`src/inc/pfx_regs.svh`:
```
// How it works
// - Bit branch reads byte at 20-bit address.
// - Satisfied test adds signed offset to PC.
// - PC overflow or underflow carries into page.
// - Fourteen bit-branch opcodes map to seven modes.
// - Branch offsets lose bit 0 always.
// - Offsets add to instruction address plus six, plus four for short call.
// - Jump loads full 20-bit page and PC.
// - Calls push PC, then flags, step two.
// - Short call stacks PC minus two.
// - Return pulls page, PC, then subtracts two.
// - Soft trap pushes PC+2, vectors via 000C.
// - Trap return pulls flags, PC, subtracts six.
// - Hardware interrupt stacks pipelined PC unchanged.
// - Interrupt waits for current instruction end.
// - B zero-extends, D and E sign-extend.
// - Immediate sign-extends, adds to 20 bits.
// - Index compare sets flags, register kept.
`ifndef PFX_REGS_SVH
`define PFX_REGS_SVH

// -----------------------------------------------------------------
// Address arithmetic
// -----------------------------------------------------------------
`define PFX_PIPE_ADJ 20'h00006
`define PFX_CALL_ADJ 20'h00002
`define PFX_TRAP_ADJ 20'h00002
`define PFX_TRAP_RET_ADJ 20'h00006
`define PFX_STACK_STEP 20'h00002
`define PFX_TRAP_VEC_ADDR 20'h0000c

// -----------------------------------------------------------------
// Reset values and flag positions within flagsHi
// -----------------------------------------------------------------
`define PFX_RESET_PC 20'h00000
`define PFX_RESET_STACK 20'h00000
`define PFX_RESET_CCR 12'h000
`define PFX_FLAG_N 7
`define PFX_FLAG_Z 6
`define PFX_FLAG_V 5
`define PFX_FLAG_C 4

// -----------------------------------------------------------------
// Bit-condition branch opcodes
// -----------------------------------------------------------------
`define PFX_BC_SIDX_X 8'hcb
`define PFX_BC_SIDX_Y 8'hdb
`define PFX_BC_SIDX_Z 8'heb
`define PFX_BC_LIDX_X 8'h0a
`define PFX_BC_LIDX_Y 8'h1a
`define PFX_BC_LIDX_Z 8'h2a
`define PFX_BC_XADR 8'h3a
`define PFX_BS_SIDX_X 8'h8b
`define PFX_BS_SIDX_Y 8'h9b
`define PFX_BS_SIDX_Z 8'hab
`define PFX_BS_LIDX_X 8'h0b
`define PFX_BS_LIDX_Y 8'h1b
`define PFX_BS_LIDX_Z 8'h2b
`define PFX_BS_XADR 8'h3b

`endif

```
`src/inc/pfx_pkg.sv`:
```
package pfx_pkg;

  typedef enum logic [4:0] {
    OP_NONE = 5'h00,
    OP_BITBR = 5'h01,
    OP_JUMP = 5'h02,
    OP_SHORT_CALL = 5'h03,
    OP_LONG_CALL = 5'h04,
    OP_JUMP_CALL = 5'h05,
    OP_SUB_RET = 5'h06,
    OP_SOFT_TRAP = 5'h07,
    OP_TRAP_RET = 5'h08,
    OP_ADD_B = 5'h09,
    OP_ADD_D = 5'h0a,
    OP_ADD_E = 5'h0b,
    OP_ADD_IMM = 5'h0c,
    OP_STK_TO_IDX = 5'h0d,
    OP_IDX_TO_STK = 5'h0e,
    OP_IDX_CMP = 5'h0f,
    OP_IDX_MOVE = 5'h10,
    OP_XCHG_D = 5'h11,
    OP_XCHG_E = 5'h12
  } pfx_op_t;

  typedef enum logic [2:0] {
    S_IDLE = 3'h0,
    S_READ = 3'h1,
    S_PUSH_PC = 3'h2,
    S_PUSH_CCR = 3'h3,
    S_PULL_CCR = 3'h4,
    S_PULL_PC = 3'h5,
    S_VECTOR = 3'h6
  } pfx_state_t;

  typedef enum logic [1:0] {
    AM_SHORT_IDX = 2'h0,
    AM_LONG_IDX = 2'h1,
    AM_EXTENDED = 2'h2
  } pfx_amode_t;

  typedef struct packed {
    logic valid;
    logic isSet;
    pfx_amode_t mode;
    logic [1:0] idx;
  } pfx_bitbr_t;

endpackage

```
`src/rtl/pfx_flow_exec.sv`:
```
`timescale 1ns/1ps
`include "pfx_regs.svh"
module pfx_flow_exec
  import pfx_pkg::*;
(
  input wire logic clk_sys, // 10 MHz clock
  input wire logic rst, // Async reset, active high
  input wire logic start, // Execute request, taken while idle
  input wire pfx_op_t opKind, // Operation class
  input wire logic [7:0] opcode, // Bit-branch opcode byte
  input wire logic [19:0] instrAddr, // Address of this instruction
  input wire logic [15:0] eaOff, // Indexed operand offset
  input wire logic [19:0] extAddr, // Extended address or jump target
  input wire logic [7:0] mask, // Bit-branch mask
  input wire logic [15:0] brOff, // Relative offset
  input wire logic brLong, // Offset is 16-bit
  input wire logic [15:0] immVal, // Immediate for index add
  input wire logic immLong, // Immediate is 16-bit
  input wire logic [1:0] selIdx, // Index select 0 X, 1 Y, 2 Z
  input wire logic [1:0] selDst, // Destination index for moves
  input wire logic [15:0] accD, // Accumulator D, B is low byte
  input wire logic [15:0] accE, // Accumulator E
  input wire logic irqReq, // Pending interrupt, level
  input wire logic [7:0] irqVector, // Interrupt vector number
  input wire logic memAck, // Memory completes access
  input wire logic [15:0] memRdata, // Memory read data
  output logic busy, // Sequence in progress
  output logic done, // Instruction finished, pulse
  output logic irqAck, // Interrupt taken, pulse
  output logic [3:0] pgExt, // Program page extension
  output logic [15:0] pc, // Program counter
  output logic [3:0] stkExt, // Stack page extension
  output logic [15:0] sp, // Stack pointer
  output logic [2:0][3:0] idxK, // Index page extensions
  output logic [2:0][15:0] idxVal, // Index registers
  output logic [11:0] flagsHi, // Flag bits above the page field
  output logic [15:0] accOut, // Exchange result for accumulator
  output logic accWrD, // Write accOut to D, pulse
  output logic accWrE, // Write accOut to E, pulse
  output logic memReq, // Memory request
  output logic memWe, // Write access
  output logic memByte, // Byte access
  output logic [19:0] memAddr, // Memory address
  output logic [15:0] memWdata // Write data
);

  // -----------------------------------------------------------------
  // Helpers
  // -----------------------------------------------------------------
  function automatic logic [19:0] sext8(input logic [7:0] v);
    return {{12{v[7]}}, v};
  endfunction
  function automatic logic [19:0] sext16(input logic [15:0] v);
    return {{4{v[15]}}, v};
  endfunction
  function automatic logic [19:0] brOffset(input logic [15:0] v, input logic isLong);
    return (isLong ? sext16(v) : sext8(v[7:0])) & 20'hffffe;
  endfunction
  function automatic logic bitTest(input logic [7:0] m, input logic [7:0] k, input logic s);
    return s ? ((~m & k) == 8'h00) : ((m & k) == 8'h00);
  endfunction
  function automatic pfx_bitbr_t decodeBitBr(input logic [7:0] op);
    pfx_bitbr_t d;
    d = '{valid: 1'b1, isSet: 1'b0, mode: AM_SHORT_IDX, idx: 2'h0};
    unique case (op)
      `PFX_BC_SIDX_X, `PFX_BS_SIDX_X: d.idx = 2'h0;
      `PFX_BC_SIDX_Y, `PFX_BS_SIDX_Y: d.idx = 2'h1;
      `PFX_BC_SIDX_Z, `PFX_BS_SIDX_Z: d.idx = 2'h2;
      `PFX_BC_LIDX_X, `PFX_BS_LIDX_X: d.mode = AM_LONG_IDX;
      `PFX_BC_LIDX_Y, `PFX_BS_LIDX_Y: begin d.mode = AM_LONG_IDX; d.idx = 2'h1; end
      `PFX_BC_LIDX_Z, `PFX_BS_LIDX_Z: begin d.mode = AM_LONG_IDX; d.idx = 2'h2; end
      `PFX_BC_XADR, `PFX_BS_XADR: d.mode = AM_EXTENDED;
      default: d.valid = 1'b0;
    endcase
    d.isSet = op inside {`PFX_BS_SIDX_X, `PFX_BS_SIDX_Y, `PFX_BS_SIDX_Z, `PFX_BS_LIDX_X,
        `PFX_BS_LIDX_Y, `PFX_BS_LIDX_Z, `PFX_BS_XADR};
    return d;
  endfunction
  function automatic logic [1:0] clampSel(input logic [1:0] s);
    return (s == 2'h3) ? 2'h0 : s;
  endfunction

  // -----------------------------------------------------------------
  // Decode and address arithmetic
  // -----------------------------------------------------------------
  pfx_state_t state;
  pfx_state_t nextState;
  pfx_op_t kind;
  pfx_bitbr_t bb;
  logic trapMode, bbSet, accept, irqTake, xfer;
  logic [7:0] maskReg;
  logic [3:0] pulledK;
  logic [1:0] src, dst, srcReg;
  logic [19:0] pipe, stackAddr, idxAddr, bbBase, eaAddr, retCalc, retReg;
  logic [19:0] tgtCalc, tgtReg, vecAddr, nextStack, off;
  assign bb = decodeBitBr(opcode);
  assign src = clampSel(selIdx);
  assign dst = clampSel(selDst);
  assign irqTake = (state == S_IDLE) && irqReq;
  assign accept = (state == S_IDLE) && !irqReq && start;
  assign xfer = memReq && memAck;
  assign pipe = instrAddr + `PFX_PIPE_ADJ;
  assign stackAddr = {stkExt, sp};
  assign idxAddr = {idxK[src], idxVal[src]};
  assign bbBase = {idxK[bb.idx], idxVal[bb.idx]};
  assign off = brOffset(brOff, brLong);
  always_comb begin
    unique case (bb.mode)
      AM_SHORT_IDX: eaAddr = bbBase + {12'h000, eaOff[7:0]};
      AM_LONG_IDX: eaAddr = bbBase + sext16(eaOff);
      default: eaAddr = extAddr;
    endcase
    if (opKind == OP_IDX_CMP)
      eaAddr = extAddr;
  end
  always_comb begin
    retCalc = pipe;
    if (!irqTake && opKind == OP_SHORT_CALL)
      retCalc = pipe - `PFX_CALL_ADJ;
    else if (!irqTake && opKind == OP_SOFT_TRAP)
      retCalc = pipe + `PFX_TRAP_ADJ;
  end
  always_comb begin
    unique case (opKind)
      OP_SHORT_CALL: tgtCalc = pipe - `PFX_CALL_ADJ + off;
      OP_JUMP_CALL: tgtCalc = extAddr;
      default: tgtCalc = pipe + off;
    endcase
  end
  always_comb begin
    nextStack = stackAddr;
    if (xfer && (state == S_PUSH_PC || state == S_PUSH_CCR))
      nextStack = stackAddr - `PFX_STACK_STEP;
    else if (xfer && (state == S_PULL_CCR || state == S_PULL_PC))
      nextStack = stackAddr + `PFX_STACK_STEP;
  end
  always_comb begin
    nextState = state;
    unique case (state)
      S_IDLE: begin
        if (irqTake)
          nextState = S_PUSH_PC;
        else if (accept) begin
          if ((opKind == OP_BITBR && bb.valid) || opKind == OP_IDX_CMP)
            nextState = S_READ;
          else if (opKind inside {OP_SHORT_CALL, OP_LONG_CALL, OP_JUMP_CALL, OP_SOFT_TRAP})
            nextState = S_PUSH_PC;
          else if (opKind inside {OP_SUB_RET, OP_TRAP_RET})
            nextState = S_PULL_CCR;
        end
      end
      S_READ: if (xfer) nextState = S_IDLE;
      S_PUSH_PC: if (xfer) nextState = S_PUSH_CCR;
      S_PUSH_CCR: if (xfer) nextState = trapMode ? S_VECTOR : S_IDLE;
      S_PULL_CCR: if (xfer) nextState = S_PULL_PC;
      S_PULL_PC: if (xfer) nextState = S_IDLE;
      S_VECTOR: if (xfer) nextState = S_IDLE;
      default: nextState = S_IDLE;
    endcase
  end

  // -----------------------------------------------------------------
  // Sequencer
  // -----------------------------------------------------------------
  always_ff @(posedge clk_sys or posedge rst) begin
    if (rst) begin
      state <= S_IDLE;
      kind <= OP_NONE;
      trapMode <= 1'b0;
      bbSet <= 1'b0;
      maskReg <= 8'h00;
      srcReg <= 2'h0;
      retReg <= 20'h00000;
      tgtReg <= 20'h00000;
      vecAddr <= 20'h00000;
      busy <= 1'b0;
      done <= 1'b0;
      irqAck <= 1'b0;
    end else begin
      state <= nextState;
      busy <= nextState != S_IDLE;
      done <= nextState == S_IDLE && (state != S_IDLE || accept);
      irqAck <= irqTake;
      if (irqTake) begin
        kind <= OP_NONE;
        trapMode <= 1'b1;
        retReg <= retCalc;
        vecAddr <= {11'h000, irqVector, 1'b0};
      end else if (accept) begin
        kind <= opKind;
        trapMode <= opKind == OP_SOFT_TRAP;
        bbSet <= bb.isSet;
        maskReg <= mask;
        srcReg <= src;
        retReg <= retCalc;
        tgtReg <= tgtCalc;
        vecAddr <= `PFX_TRAP_VEC_ADDR;
      end
    end
  end

  // -----------------------------------------------------------------
  // Memory port
  // -----------------------------------------------------------------
  always_ff @(posedge clk_sys or posedge rst) begin
    if (rst) begin
      memReq <= 1'b0;
      memWe <= 1'b0;
      memByte <= 1'b0;
      memAddr <= 20'h00000;
      memWdata <= 16'h0000;
    end else begin
      memReq <= nextState != S_IDLE;
      memWe <= nextState == S_PUSH_PC || nextState == S_PUSH_CCR;
      memByte <= nextState == S_READ && (state == S_IDLE ? opKind : kind) == OP_BITBR;
      unique case (nextState)
        S_READ: memAddr <= eaAddr;
        S_PUSH_PC: begin
          memAddr <= nextStack;
          memWdata <= retCalc[15:0];
        end
        S_PUSH_CCR: begin
          memAddr <= nextStack;
          memWdata <= {flagsHi, retReg[19:16]};
        end
        S_PULL_CCR, S_PULL_PC: memAddr <= nextStack + `PFX_STACK_STEP;
        S_VECTOR: memAddr <= vecAddr;
        default: memAddr <= memAddr;
      endcase
    end
  end

  // -----------------------------------------------------------------
  // Program page and counter
  // -----------------------------------------------------------------
  always_ff @(posedge clk_sys or posedge rst) begin
    if (rst) begin
      {pgExt, pc} <= `PFX_RESET_PC;
      pulledK <= 4'h0;
    end else if (accept) begin
      {pgExt, pc} <= (opKind == OP_JUMP) ? extAddr : pipe;
    end else if (xfer) begin
      unique case (state)
        S_READ: if (kind == OP_BITBR && bitTest(memRdata[7:0], maskReg, bbSet))
          {pgExt, pc} <= tgtReg;
        S_PUSH_CCR: if (!trapMode)
          {pgExt, pc} <= tgtReg;
        S_VECTOR: {pgExt, pc} <= {4'h0, memRdata};
        S_PULL_CCR: pulledK <= memRdata[3:0];
        S_PULL_PC: {pgExt, pc} <= {pulledK, memRdata}
            - ((kind == OP_TRAP_RET) ? `PFX_TRAP_RET_ADJ : `PFX_CALL_ADJ);
        default: pulledK <= pulledK;
      endcase
    end
  end

  // -----------------------------------------------------------------
  // Stack pointer
  // -----------------------------------------------------------------
  always_ff @(posedge clk_sys or posedge rst) begin
    if (rst)
      {stkExt, sp} <= `PFX_RESET_STACK;
    else if (accept && opKind == OP_IDX_TO_STK)
      {stkExt, sp} <= idxAddr - `PFX_STACK_STEP;
    else
      {stkExt, sp} <= nextStack;
  end

  // -----------------------------------------------------------------
  // Index registers and exchanges
  // -----------------------------------------------------------------
  always_ff @(posedge clk_sys or posedge rst) begin
    if (rst) begin
      idxK <= '0;
      idxVal <= '0;
      accOut <= 16'h0000;
      accWrD <= 1'b0;
      accWrE <= 1'b0;
    end else begin
      accWrD <= accept && opKind == OP_XCHG_D;
      accWrE <= accept && opKind == OP_XCHG_E;
      if (accept) begin
        unique case (opKind)
          OP_ADD_B: {idxK[src], idxVal[src]} <= idxAddr + {12'h000, accD[7:0]};
          OP_ADD_D: {idxK[src], idxVal[src]} <= idxAddr + sext16(accD);
          OP_ADD_E: {idxK[src], idxVal[src]} <= idxAddr + sext16(accE);
          OP_ADD_IMM: {idxK[src], idxVal[src]} <= idxAddr
              + (immLong ? sext16(immVal) : sext8(immVal[7:0]));
          OP_STK_TO_IDX: {idxK[src], idxVal[src]} <= stackAddr + `PFX_STACK_STEP;
          OP_IDX_MOVE: {idxK[dst], idxVal[dst]} <= idxAddr;
          OP_XCHG_D: begin
            idxVal[src] <= accD;
            accOut <= idxVal[src];
          end
          OP_XCHG_E: begin
            idxVal[src] <= accE;
            accOut <= idxVal[src];
          end
          default: accOut <= accOut;
        endcase
      end
    end
  end

  // -----------------------------------------------------------------
  // Condition flags
  // -----------------------------------------------------------------
  logic [15:0] cmpA;
  logic [16:0] cmpDiff;
  assign cmpA = idxVal[srcReg];
  assign cmpDiff = {1'b0, cmpA} - {1'b0, memRdata};
  always_ff @(posedge clk_sys or posedge rst) begin
    if (rst)
      flagsHi <= `PFX_RESET_CCR;
    else if (xfer && state == S_READ && kind == OP_IDX_CMP) begin
      flagsHi[`PFX_FLAG_N] <= cmpDiff[15];
      flagsHi[`PFX_FLAG_Z] <= cmpDiff[15:0] == 16'h0000;
      flagsHi[`PFX_FLAG_V] <= (cmpA[15] ^ memRdata[15]) & (cmpDiff[15] ^ cmpA[15]);
      flagsHi[`PFX_FLAG_C] <= cmpDiff[16];
    end else if (xfer && state == S_PULL_CCR && kind == OP_TRAP_RET)
      flagsHi <= memRdata[15:4];
  end
endmodule // pfx_flow_exec

```
`config.mk`:
```
export PLATFORM = sky130hd
export DESIGN_NAME = pfx_flow_exec
export DESIGN_NICKNAME = d
export VERILOG_FILES = /design/src/inc/pfx_pkg.sv /design/src/rtl/pfx_flow_exec.sv
export VERILOG_INCLUDE_DIRS = /design/src /design/src/inc
export SDC_FILE = /design/constraint.sdc
export NUM_CORES = 1
export LEC_CHECK = 0
export ABC_AREA = 0
export ABC_CLOCK_PERIOD_IN_PS = 6400
export BUFFER_PORTS_ARGS = -buffer_cell sky130_fd_sc_hd__buf_2
export CORE_MARGIN = 2
export CORE_UTILIZATION = 25
export DETAILED_ROUTE_END_ITERATION = 10
export PLACE_DENSITY = 0.44
export SYNTH_ARGS = -nofsm -noshare
export SYNTH_HDL_FRONTEND = slang
export SYNTH_SLANG_ARGS = --single-unit
```
`constraint.sdc`:
```
create_clock -name clk_sys -period 6.4 [get_ports clk_sys]
set_input_delay 0.32 -clock clk_sys [delete_from_list [all_inputs] [get_ports clk_sys]]
set_output_delay 0.32 -clock clk_sys [all_outputs]
set_load 0.01 [all_outputs]
```
Word level (Yosys, flattened, before mapping):

Cells that the tools add are included.

* add/subtract/negate cells: 17
* order comparisons: 6
* eq/ne operators: 53
* multiplexer cells: 87
* bitwise logic cells: 9
* reductions and logical operators: 63

Operators by type and width (count)
* 48-bit bitwise mux: 8
* 48-bit case mux with 8 select lines: 1
* 20-bit two-way mux: 12
* 16-bit two-way mux: 10
* 20-bit adder: 6
* 16-bit binary-select mux with 2-bit select: 3
* 20-bit case mux with 2 select lines: 2
* 20-bit case mux with 4 select lines: 1
* 12-bit bitwise mux: 6
* 12-bit case mux with 6 select lines: 1
* 16-bit demux with 2-bit select: 2
* 16-bit case mux with 4 select lines: 1
* 20-bit by 2-bit adder with 20-bit output (second input constant): 3
* 20-bit by 2-bit subtractor with 20-bit output (second input constant): 3
* 5-bit by 4-bit equality test with 1-bit output (second input constant): 10
* 8-bit equality test (second input constant): 6
* 20-bit by 8-bit adder with 20-bit output: 2
* 4-bit two-way mux: 10
* 3-bit two-way mux: 11
* 8-bit by 6-bit equality test with 1-bit output (second input constant): 4
* 16-bit case mux with 2 select lines: 1
* 1-bit logical AND: 21
* 20-bit by 3-bit adder with 20-bit output (second input constant): 1
* 5-bit by 3-bit equality test with 1-bit output (second input constant): 4
* 50 further kinds: 106

* flip-flop bits (word level): 255
* input bits: 176
* output and inout port bits: 172
* word-level logic and storage cells: 267

Logic depth before layout (Yosys ltp):

* word-level depth: 12
* depth in mapped cells: 21
* depth with buffers taken out: 18

Worst setup path after synthesis:

Ideal clock, no wire load.

* path kind: input to register
* start point: input instrAddr[1]
* end point: register tgtReg[19]
* setup time: 0.096 ns
* data arrival time: 4.396 ns
* data required time: 6.304 ns
* path slack: 1.908 ns
* cell stages on the path: 20
* path buffers: 2
* cell sequence: buf_1 > inv_1 > ha_1 > buf_2 > and4b_1 > nand4_1 > xor2_2 > nand2_1 > nor4_1 > nand3_1 > xnor2_1 > ha_1 > and2_1 > a22oi_1 > nand3_1 > a31o_2 > a21o_1 > a21oi_1 > xnor2_1 > o31ai_1

* longest elaborated chain between the ends: 4
* elaborated cells between the ends (all ways): 5
* classes of those cells: add/sub (4); mux (1)

Ends and longest elaborated chain
* start: declaration: line pfx_flow_exec.sv:11 `input wire logic [19:0] instrAddr,`
* 20-bit by 3-bit adder with 20-bit output (no source line) (*)
* 20-bit by 2-bit subtractor with 20-bit output (no source line)
* 20-bit adder: line pfx_flow_exec.sv:125 `` OP_SHORT_CALL: tgtCalc = pipe - `PFX_CALL_ADJ + off; ``
* 20-bit case mux with 2 select lines (*): line pfx_flow_exec.sv:124 `unique case (opKind)`
* end signal: assignment: line pfx_flow_exec.sv:196 `tgtReg <= tgtCalc;`
* end: declaration: line pfx_flow_exec.sv:95 `logic [19:0] tgtCalc, tgtReg, vecAddr, nextStack, off;`

Mark *: on every way between the ends. The rest lies on a longest branch, timed or not.
A chain may end at the register's enable or synchronous reset.

Worst setup path in the final report:

Ends and elaborated chain as after synthesis.

==> summary.md <==
| Metric | Value |
|---|---|
| Cell Pwr Density | `about 410 nW/um^2` |
| Post-DRT Antenna Nets | `0` |
| Worst slew pin tran | `about 1.2 ns` |
| Synth async-reset ratio | `1.00` |
| Count leader, synth | `nand2_1` |
| Worst Path Arrival | `5.17 ns` |
| Maximum buffer depth of the clock tree | `3` |
| Clk_skew | `about 0.017 ns` |
| First-pass GRT wire length | `between 150000 and 200000 um` |
| Hold_ws | `0.0179 ns` |
| Drt via density | `about 5.5` |
| Synthesized area per cell | `7.60 um^2` |
| CTS tree | `built` |
| IO Count | `between 300 and 400` |
| Final Non-Filler Cells | `4635` |
| EDFF count, synth | `0` |
| Met3 Use GR | `0.0337` |
| Register area share after synthesis | `0.244` |
| Vias in the first global route | `around 24000` |
| Starting Density | `0.251` |
| Min Tclk post-route | `between 4 and 5 ns` |
| Synth top cells by count | `nand2_1, o21ai_0, nor2_1` |
| Core Area | `around 93000 um^2` |
| Proportion of layout cells with a drive suffix above 1 | `0.167` |
| Outcome | `complete, no violations` |
| FF-to-FF Start | `state[2]` |
| Clock sinks | `approximately 230` |
| Final Wtd Congestion | `0.938` |
| Site Rows | `112` |
| Combinational family with the most area after synthesis | `compound AO/OA/AOI/OAI gates` |
| Met1 Usage GRT | `0.313` |
| Most Crowded Layer GR | `met2` |
| Complex-gate fraction of the synthesized area | `0.275` |
| Synth top area share | `0.244` |
| Post-Route Setup TNS | `0 ns` |
| RSZ-0062 raised after global routing | `no` |
| Cell variety after synth | `roughly 110` |
| Routed len/inst | `about 26 um` |
| R2R depth | `9` |
| CP max stage delay | `0.62 ns` |
| Final setup fails | `0` |
| Total power | `11.4 mW` |
| Finished Cell Area | `between 20000 and 30000 um^2` |
| Worst R2R Setup Slack | `~1.9 ns` |
| XOR/XNOR Fraction of Synth Area | `0.0784` |
| Synth top area cells | `dfrtp_1, ha_1, nand2_1` |
| Gr usage total | `0.239` |
| Cts bufs inserted | `30` |
| CP Cell Sequence | `buf_2 -> inv_1 -> ha_1 -> and4b_1 -> nand4_1 -> xor2_2 -> nand2_1 -> nor4_1 -> nand3_1 -> xnor2_1 -> ha_1 -> and2_1 -> a22oi_1 -> nand3_1 -> a31o_2 -> a21o_1 -> a21oi_1 -> xnor2_1 -> o31ai_1` |
| Post-route clock period utilization | `0.729` |
| Dpl cell area | `26500 um^2` |
| # port buffers | `346` |
| Yosys reg bits | `between 200 and 250` |
| Mapped Area | `23300 um^2` |
| Starting DRT DRC Count | `about 2300` |
| Worst setup EP type | `flop` |
| Setup crit start | `instrAddr[1]` |
| Cell count after placement | `4558` |
| First drt pass iteration count | `6` |
| Initial antenna violation count | `16` |
| Hold/Removal Path Class | `in -> reg` |
| Insertion delay to the later sink of the worst-skew pair | `0.61 ns` |
| Leak | `around 12 nW` |
| CP max FO | `15` |
| Final Hold Vio Count | `0` |
| Layout overhead on the synthesized area | `19.1%` |
| H-tree depth | `1` |
| Post-Synthesis Cells | `~3100` |
| FMAX | `214 MHz` |
| Post-synthesis simple-gate area fraction | `0.230` |
| Met2 Usage GRT | `0.408` |
| Critical path endpoint | `tgtReg[19]` |
| Fill cell count | `about 10000` |
| DRC | `0` |
| Die area | `about 96000 um^2` |
| Final slew viol count | `0` |
| Die width | `309 um` |
| Clock Tree Root | `clkbuf_16` |
| Maximum vdd drop | `237 uV` |
| Synth area leader | `dfrtp_1` |
| Post-DP HPWL | `around 94000 um` |
| Crit path launch type | `primary input` |
| Post-synthesis mux area share | `0.0547` |
| Area occupied by registers | `between 5000 and 6000 um^2` |
| Multi-input combinational cell area | `16600 um^2` |
| Class of the most critical setup path | `in -> reg` |
| Worst slew margin | `0.223` |
| Final #Nets | `~3700` |
| Max-cap viol count | `0` |
| Post-CTS Resized | `0` |
| Syn_nets | `between 3000 and 4000` |
| WP data required | `6.91 ns` |
| CP max-delay cell | `nor4_1` |
| Clock slew at reported path FFs | `around 0.06 ns` |
| Gr ovfl total | `0` |
| Top FF cell, synth | `dfrtp_1` |
| Die height | `between 300 and 400 um` |
| Yosys warns | `0` |
| Synth Area in Adders | `0.0711` |
| Terminus of the critical flop-to-flop path | `memAddr[18]` |
| Largest net degree at the start of global routing | `~140` |
| Vias after detailed routing | `about 26000` |
| Routed WL | `between 100000 and 150000 um` |
layout by cell type, fill, tap and decap left out, types with 24 or more instances in the layout:
cell type	instances
a211oi_1	40
a21o_1	40
a21oi_1	233
a22o_1	27
a22oi_1	28
a31oi_1	45
and2_1	24
and3_1	32
buf_2	346
buf_4	68
clkbuf_16	31
dfrtp_1	227
ha_1	120
inv_1	85
mux2i_1	105
nand2_1	401
nand2b_1	33
nand3_1	77
nand4_1	27
nor2_1	256
nor2b_1	25
nor3_1	79
nor4_1	27
o211ai_1	38
o21ai_0	298
o22ai_1	35
xnor2_1	130
xor2_1	75
worst min path at each step:
stage | from | endpoint | slack (ns) | cells past startpoint
6_report | instrAddr[0] | memWdata[0] | 0.02 | 3
5_1_grt | instrAddr[0] | tgtReg[0] | 0.03 | 3
4_1_cts | instrAddr[0] | memWdata[0] | 0.0002 | 3
2_1_floorplan | mask[2] | maskReg[2] | 0.43 | 2
3_5_place_dp | retReg[18] | retReg[18] | 0.47 | 2
3_3_place_gp | retReg[18] | retReg[18] | 0.46 | 2
worst max-delay path: cells and delay by family:
kind,cells,cell delay [ns]
and+or+nand+nor,7,1.81
xor gates and xnor gates,3,0.78
adders and majority gates,2,0.71
buffers and inverters,2,0.42
AOI/OAI and AO/OA,5,1.10
layout make-up:
type	instances	area share
multi-input combinational	2570	0.599
sequential	227	0.205
timing repair buffer	433	0.0883
tap	1254	0.0565
clock buffer	43	0.0332
inverter	91	0.0124
clock inverter	12	0.00604
antenna	5	0.000451
metal layers:
metal / part of all wire / vias up
li1: - / 11900
met1: 0.43 / 12600
met2: 0.48 / 945
met3: 0.065 / 145
met4: 0.031 / 6
met5: 0.00045 / -
per-stage QoR:
stage                     setup WS [ns]  utilization
after floorplan                    1.91            -
after global placement             1.26        0.285
after detailed placement           1.19        0.285
after CTS                          1.80        0.299
after global routing               1.38        0.299
final                              1.74        0.299
power by group:
group,switching [mW],leakage (nW),internal [mW]
Clock,0.749,0.545,1.15
Sequential,0.791,2.93,1.98
Combinational,4.23,8.74,2.45
Total,5.77,12.2,5.59
logic make-up (layout without fill, tap and decap cells):
| kind of cell | Yosys count | count (layout) |
|---|---|---|
| XOR/XNOR | 207 | 207 |
| multiplexers | 125 | 125 |
| adder cells (fa/ha/maj) | 129 | 129 |
| other | 0 | 5 |
| flip-flops | 227 | 227 |
| buffers and inverters | 272 | 579 |
| AND/OR/NAND/NOR | 1107 | 1107 |
| AO/OA/AOI/OAI | 1002 | 1002 |
repair_timing:
action | CTS | global route
hold buffers | 17 | 0
buffers inserted | 0 | 0
endpoints found under the hold margin | 50 | 0
No activity file was read; power rests on OpenSTA's default activity.
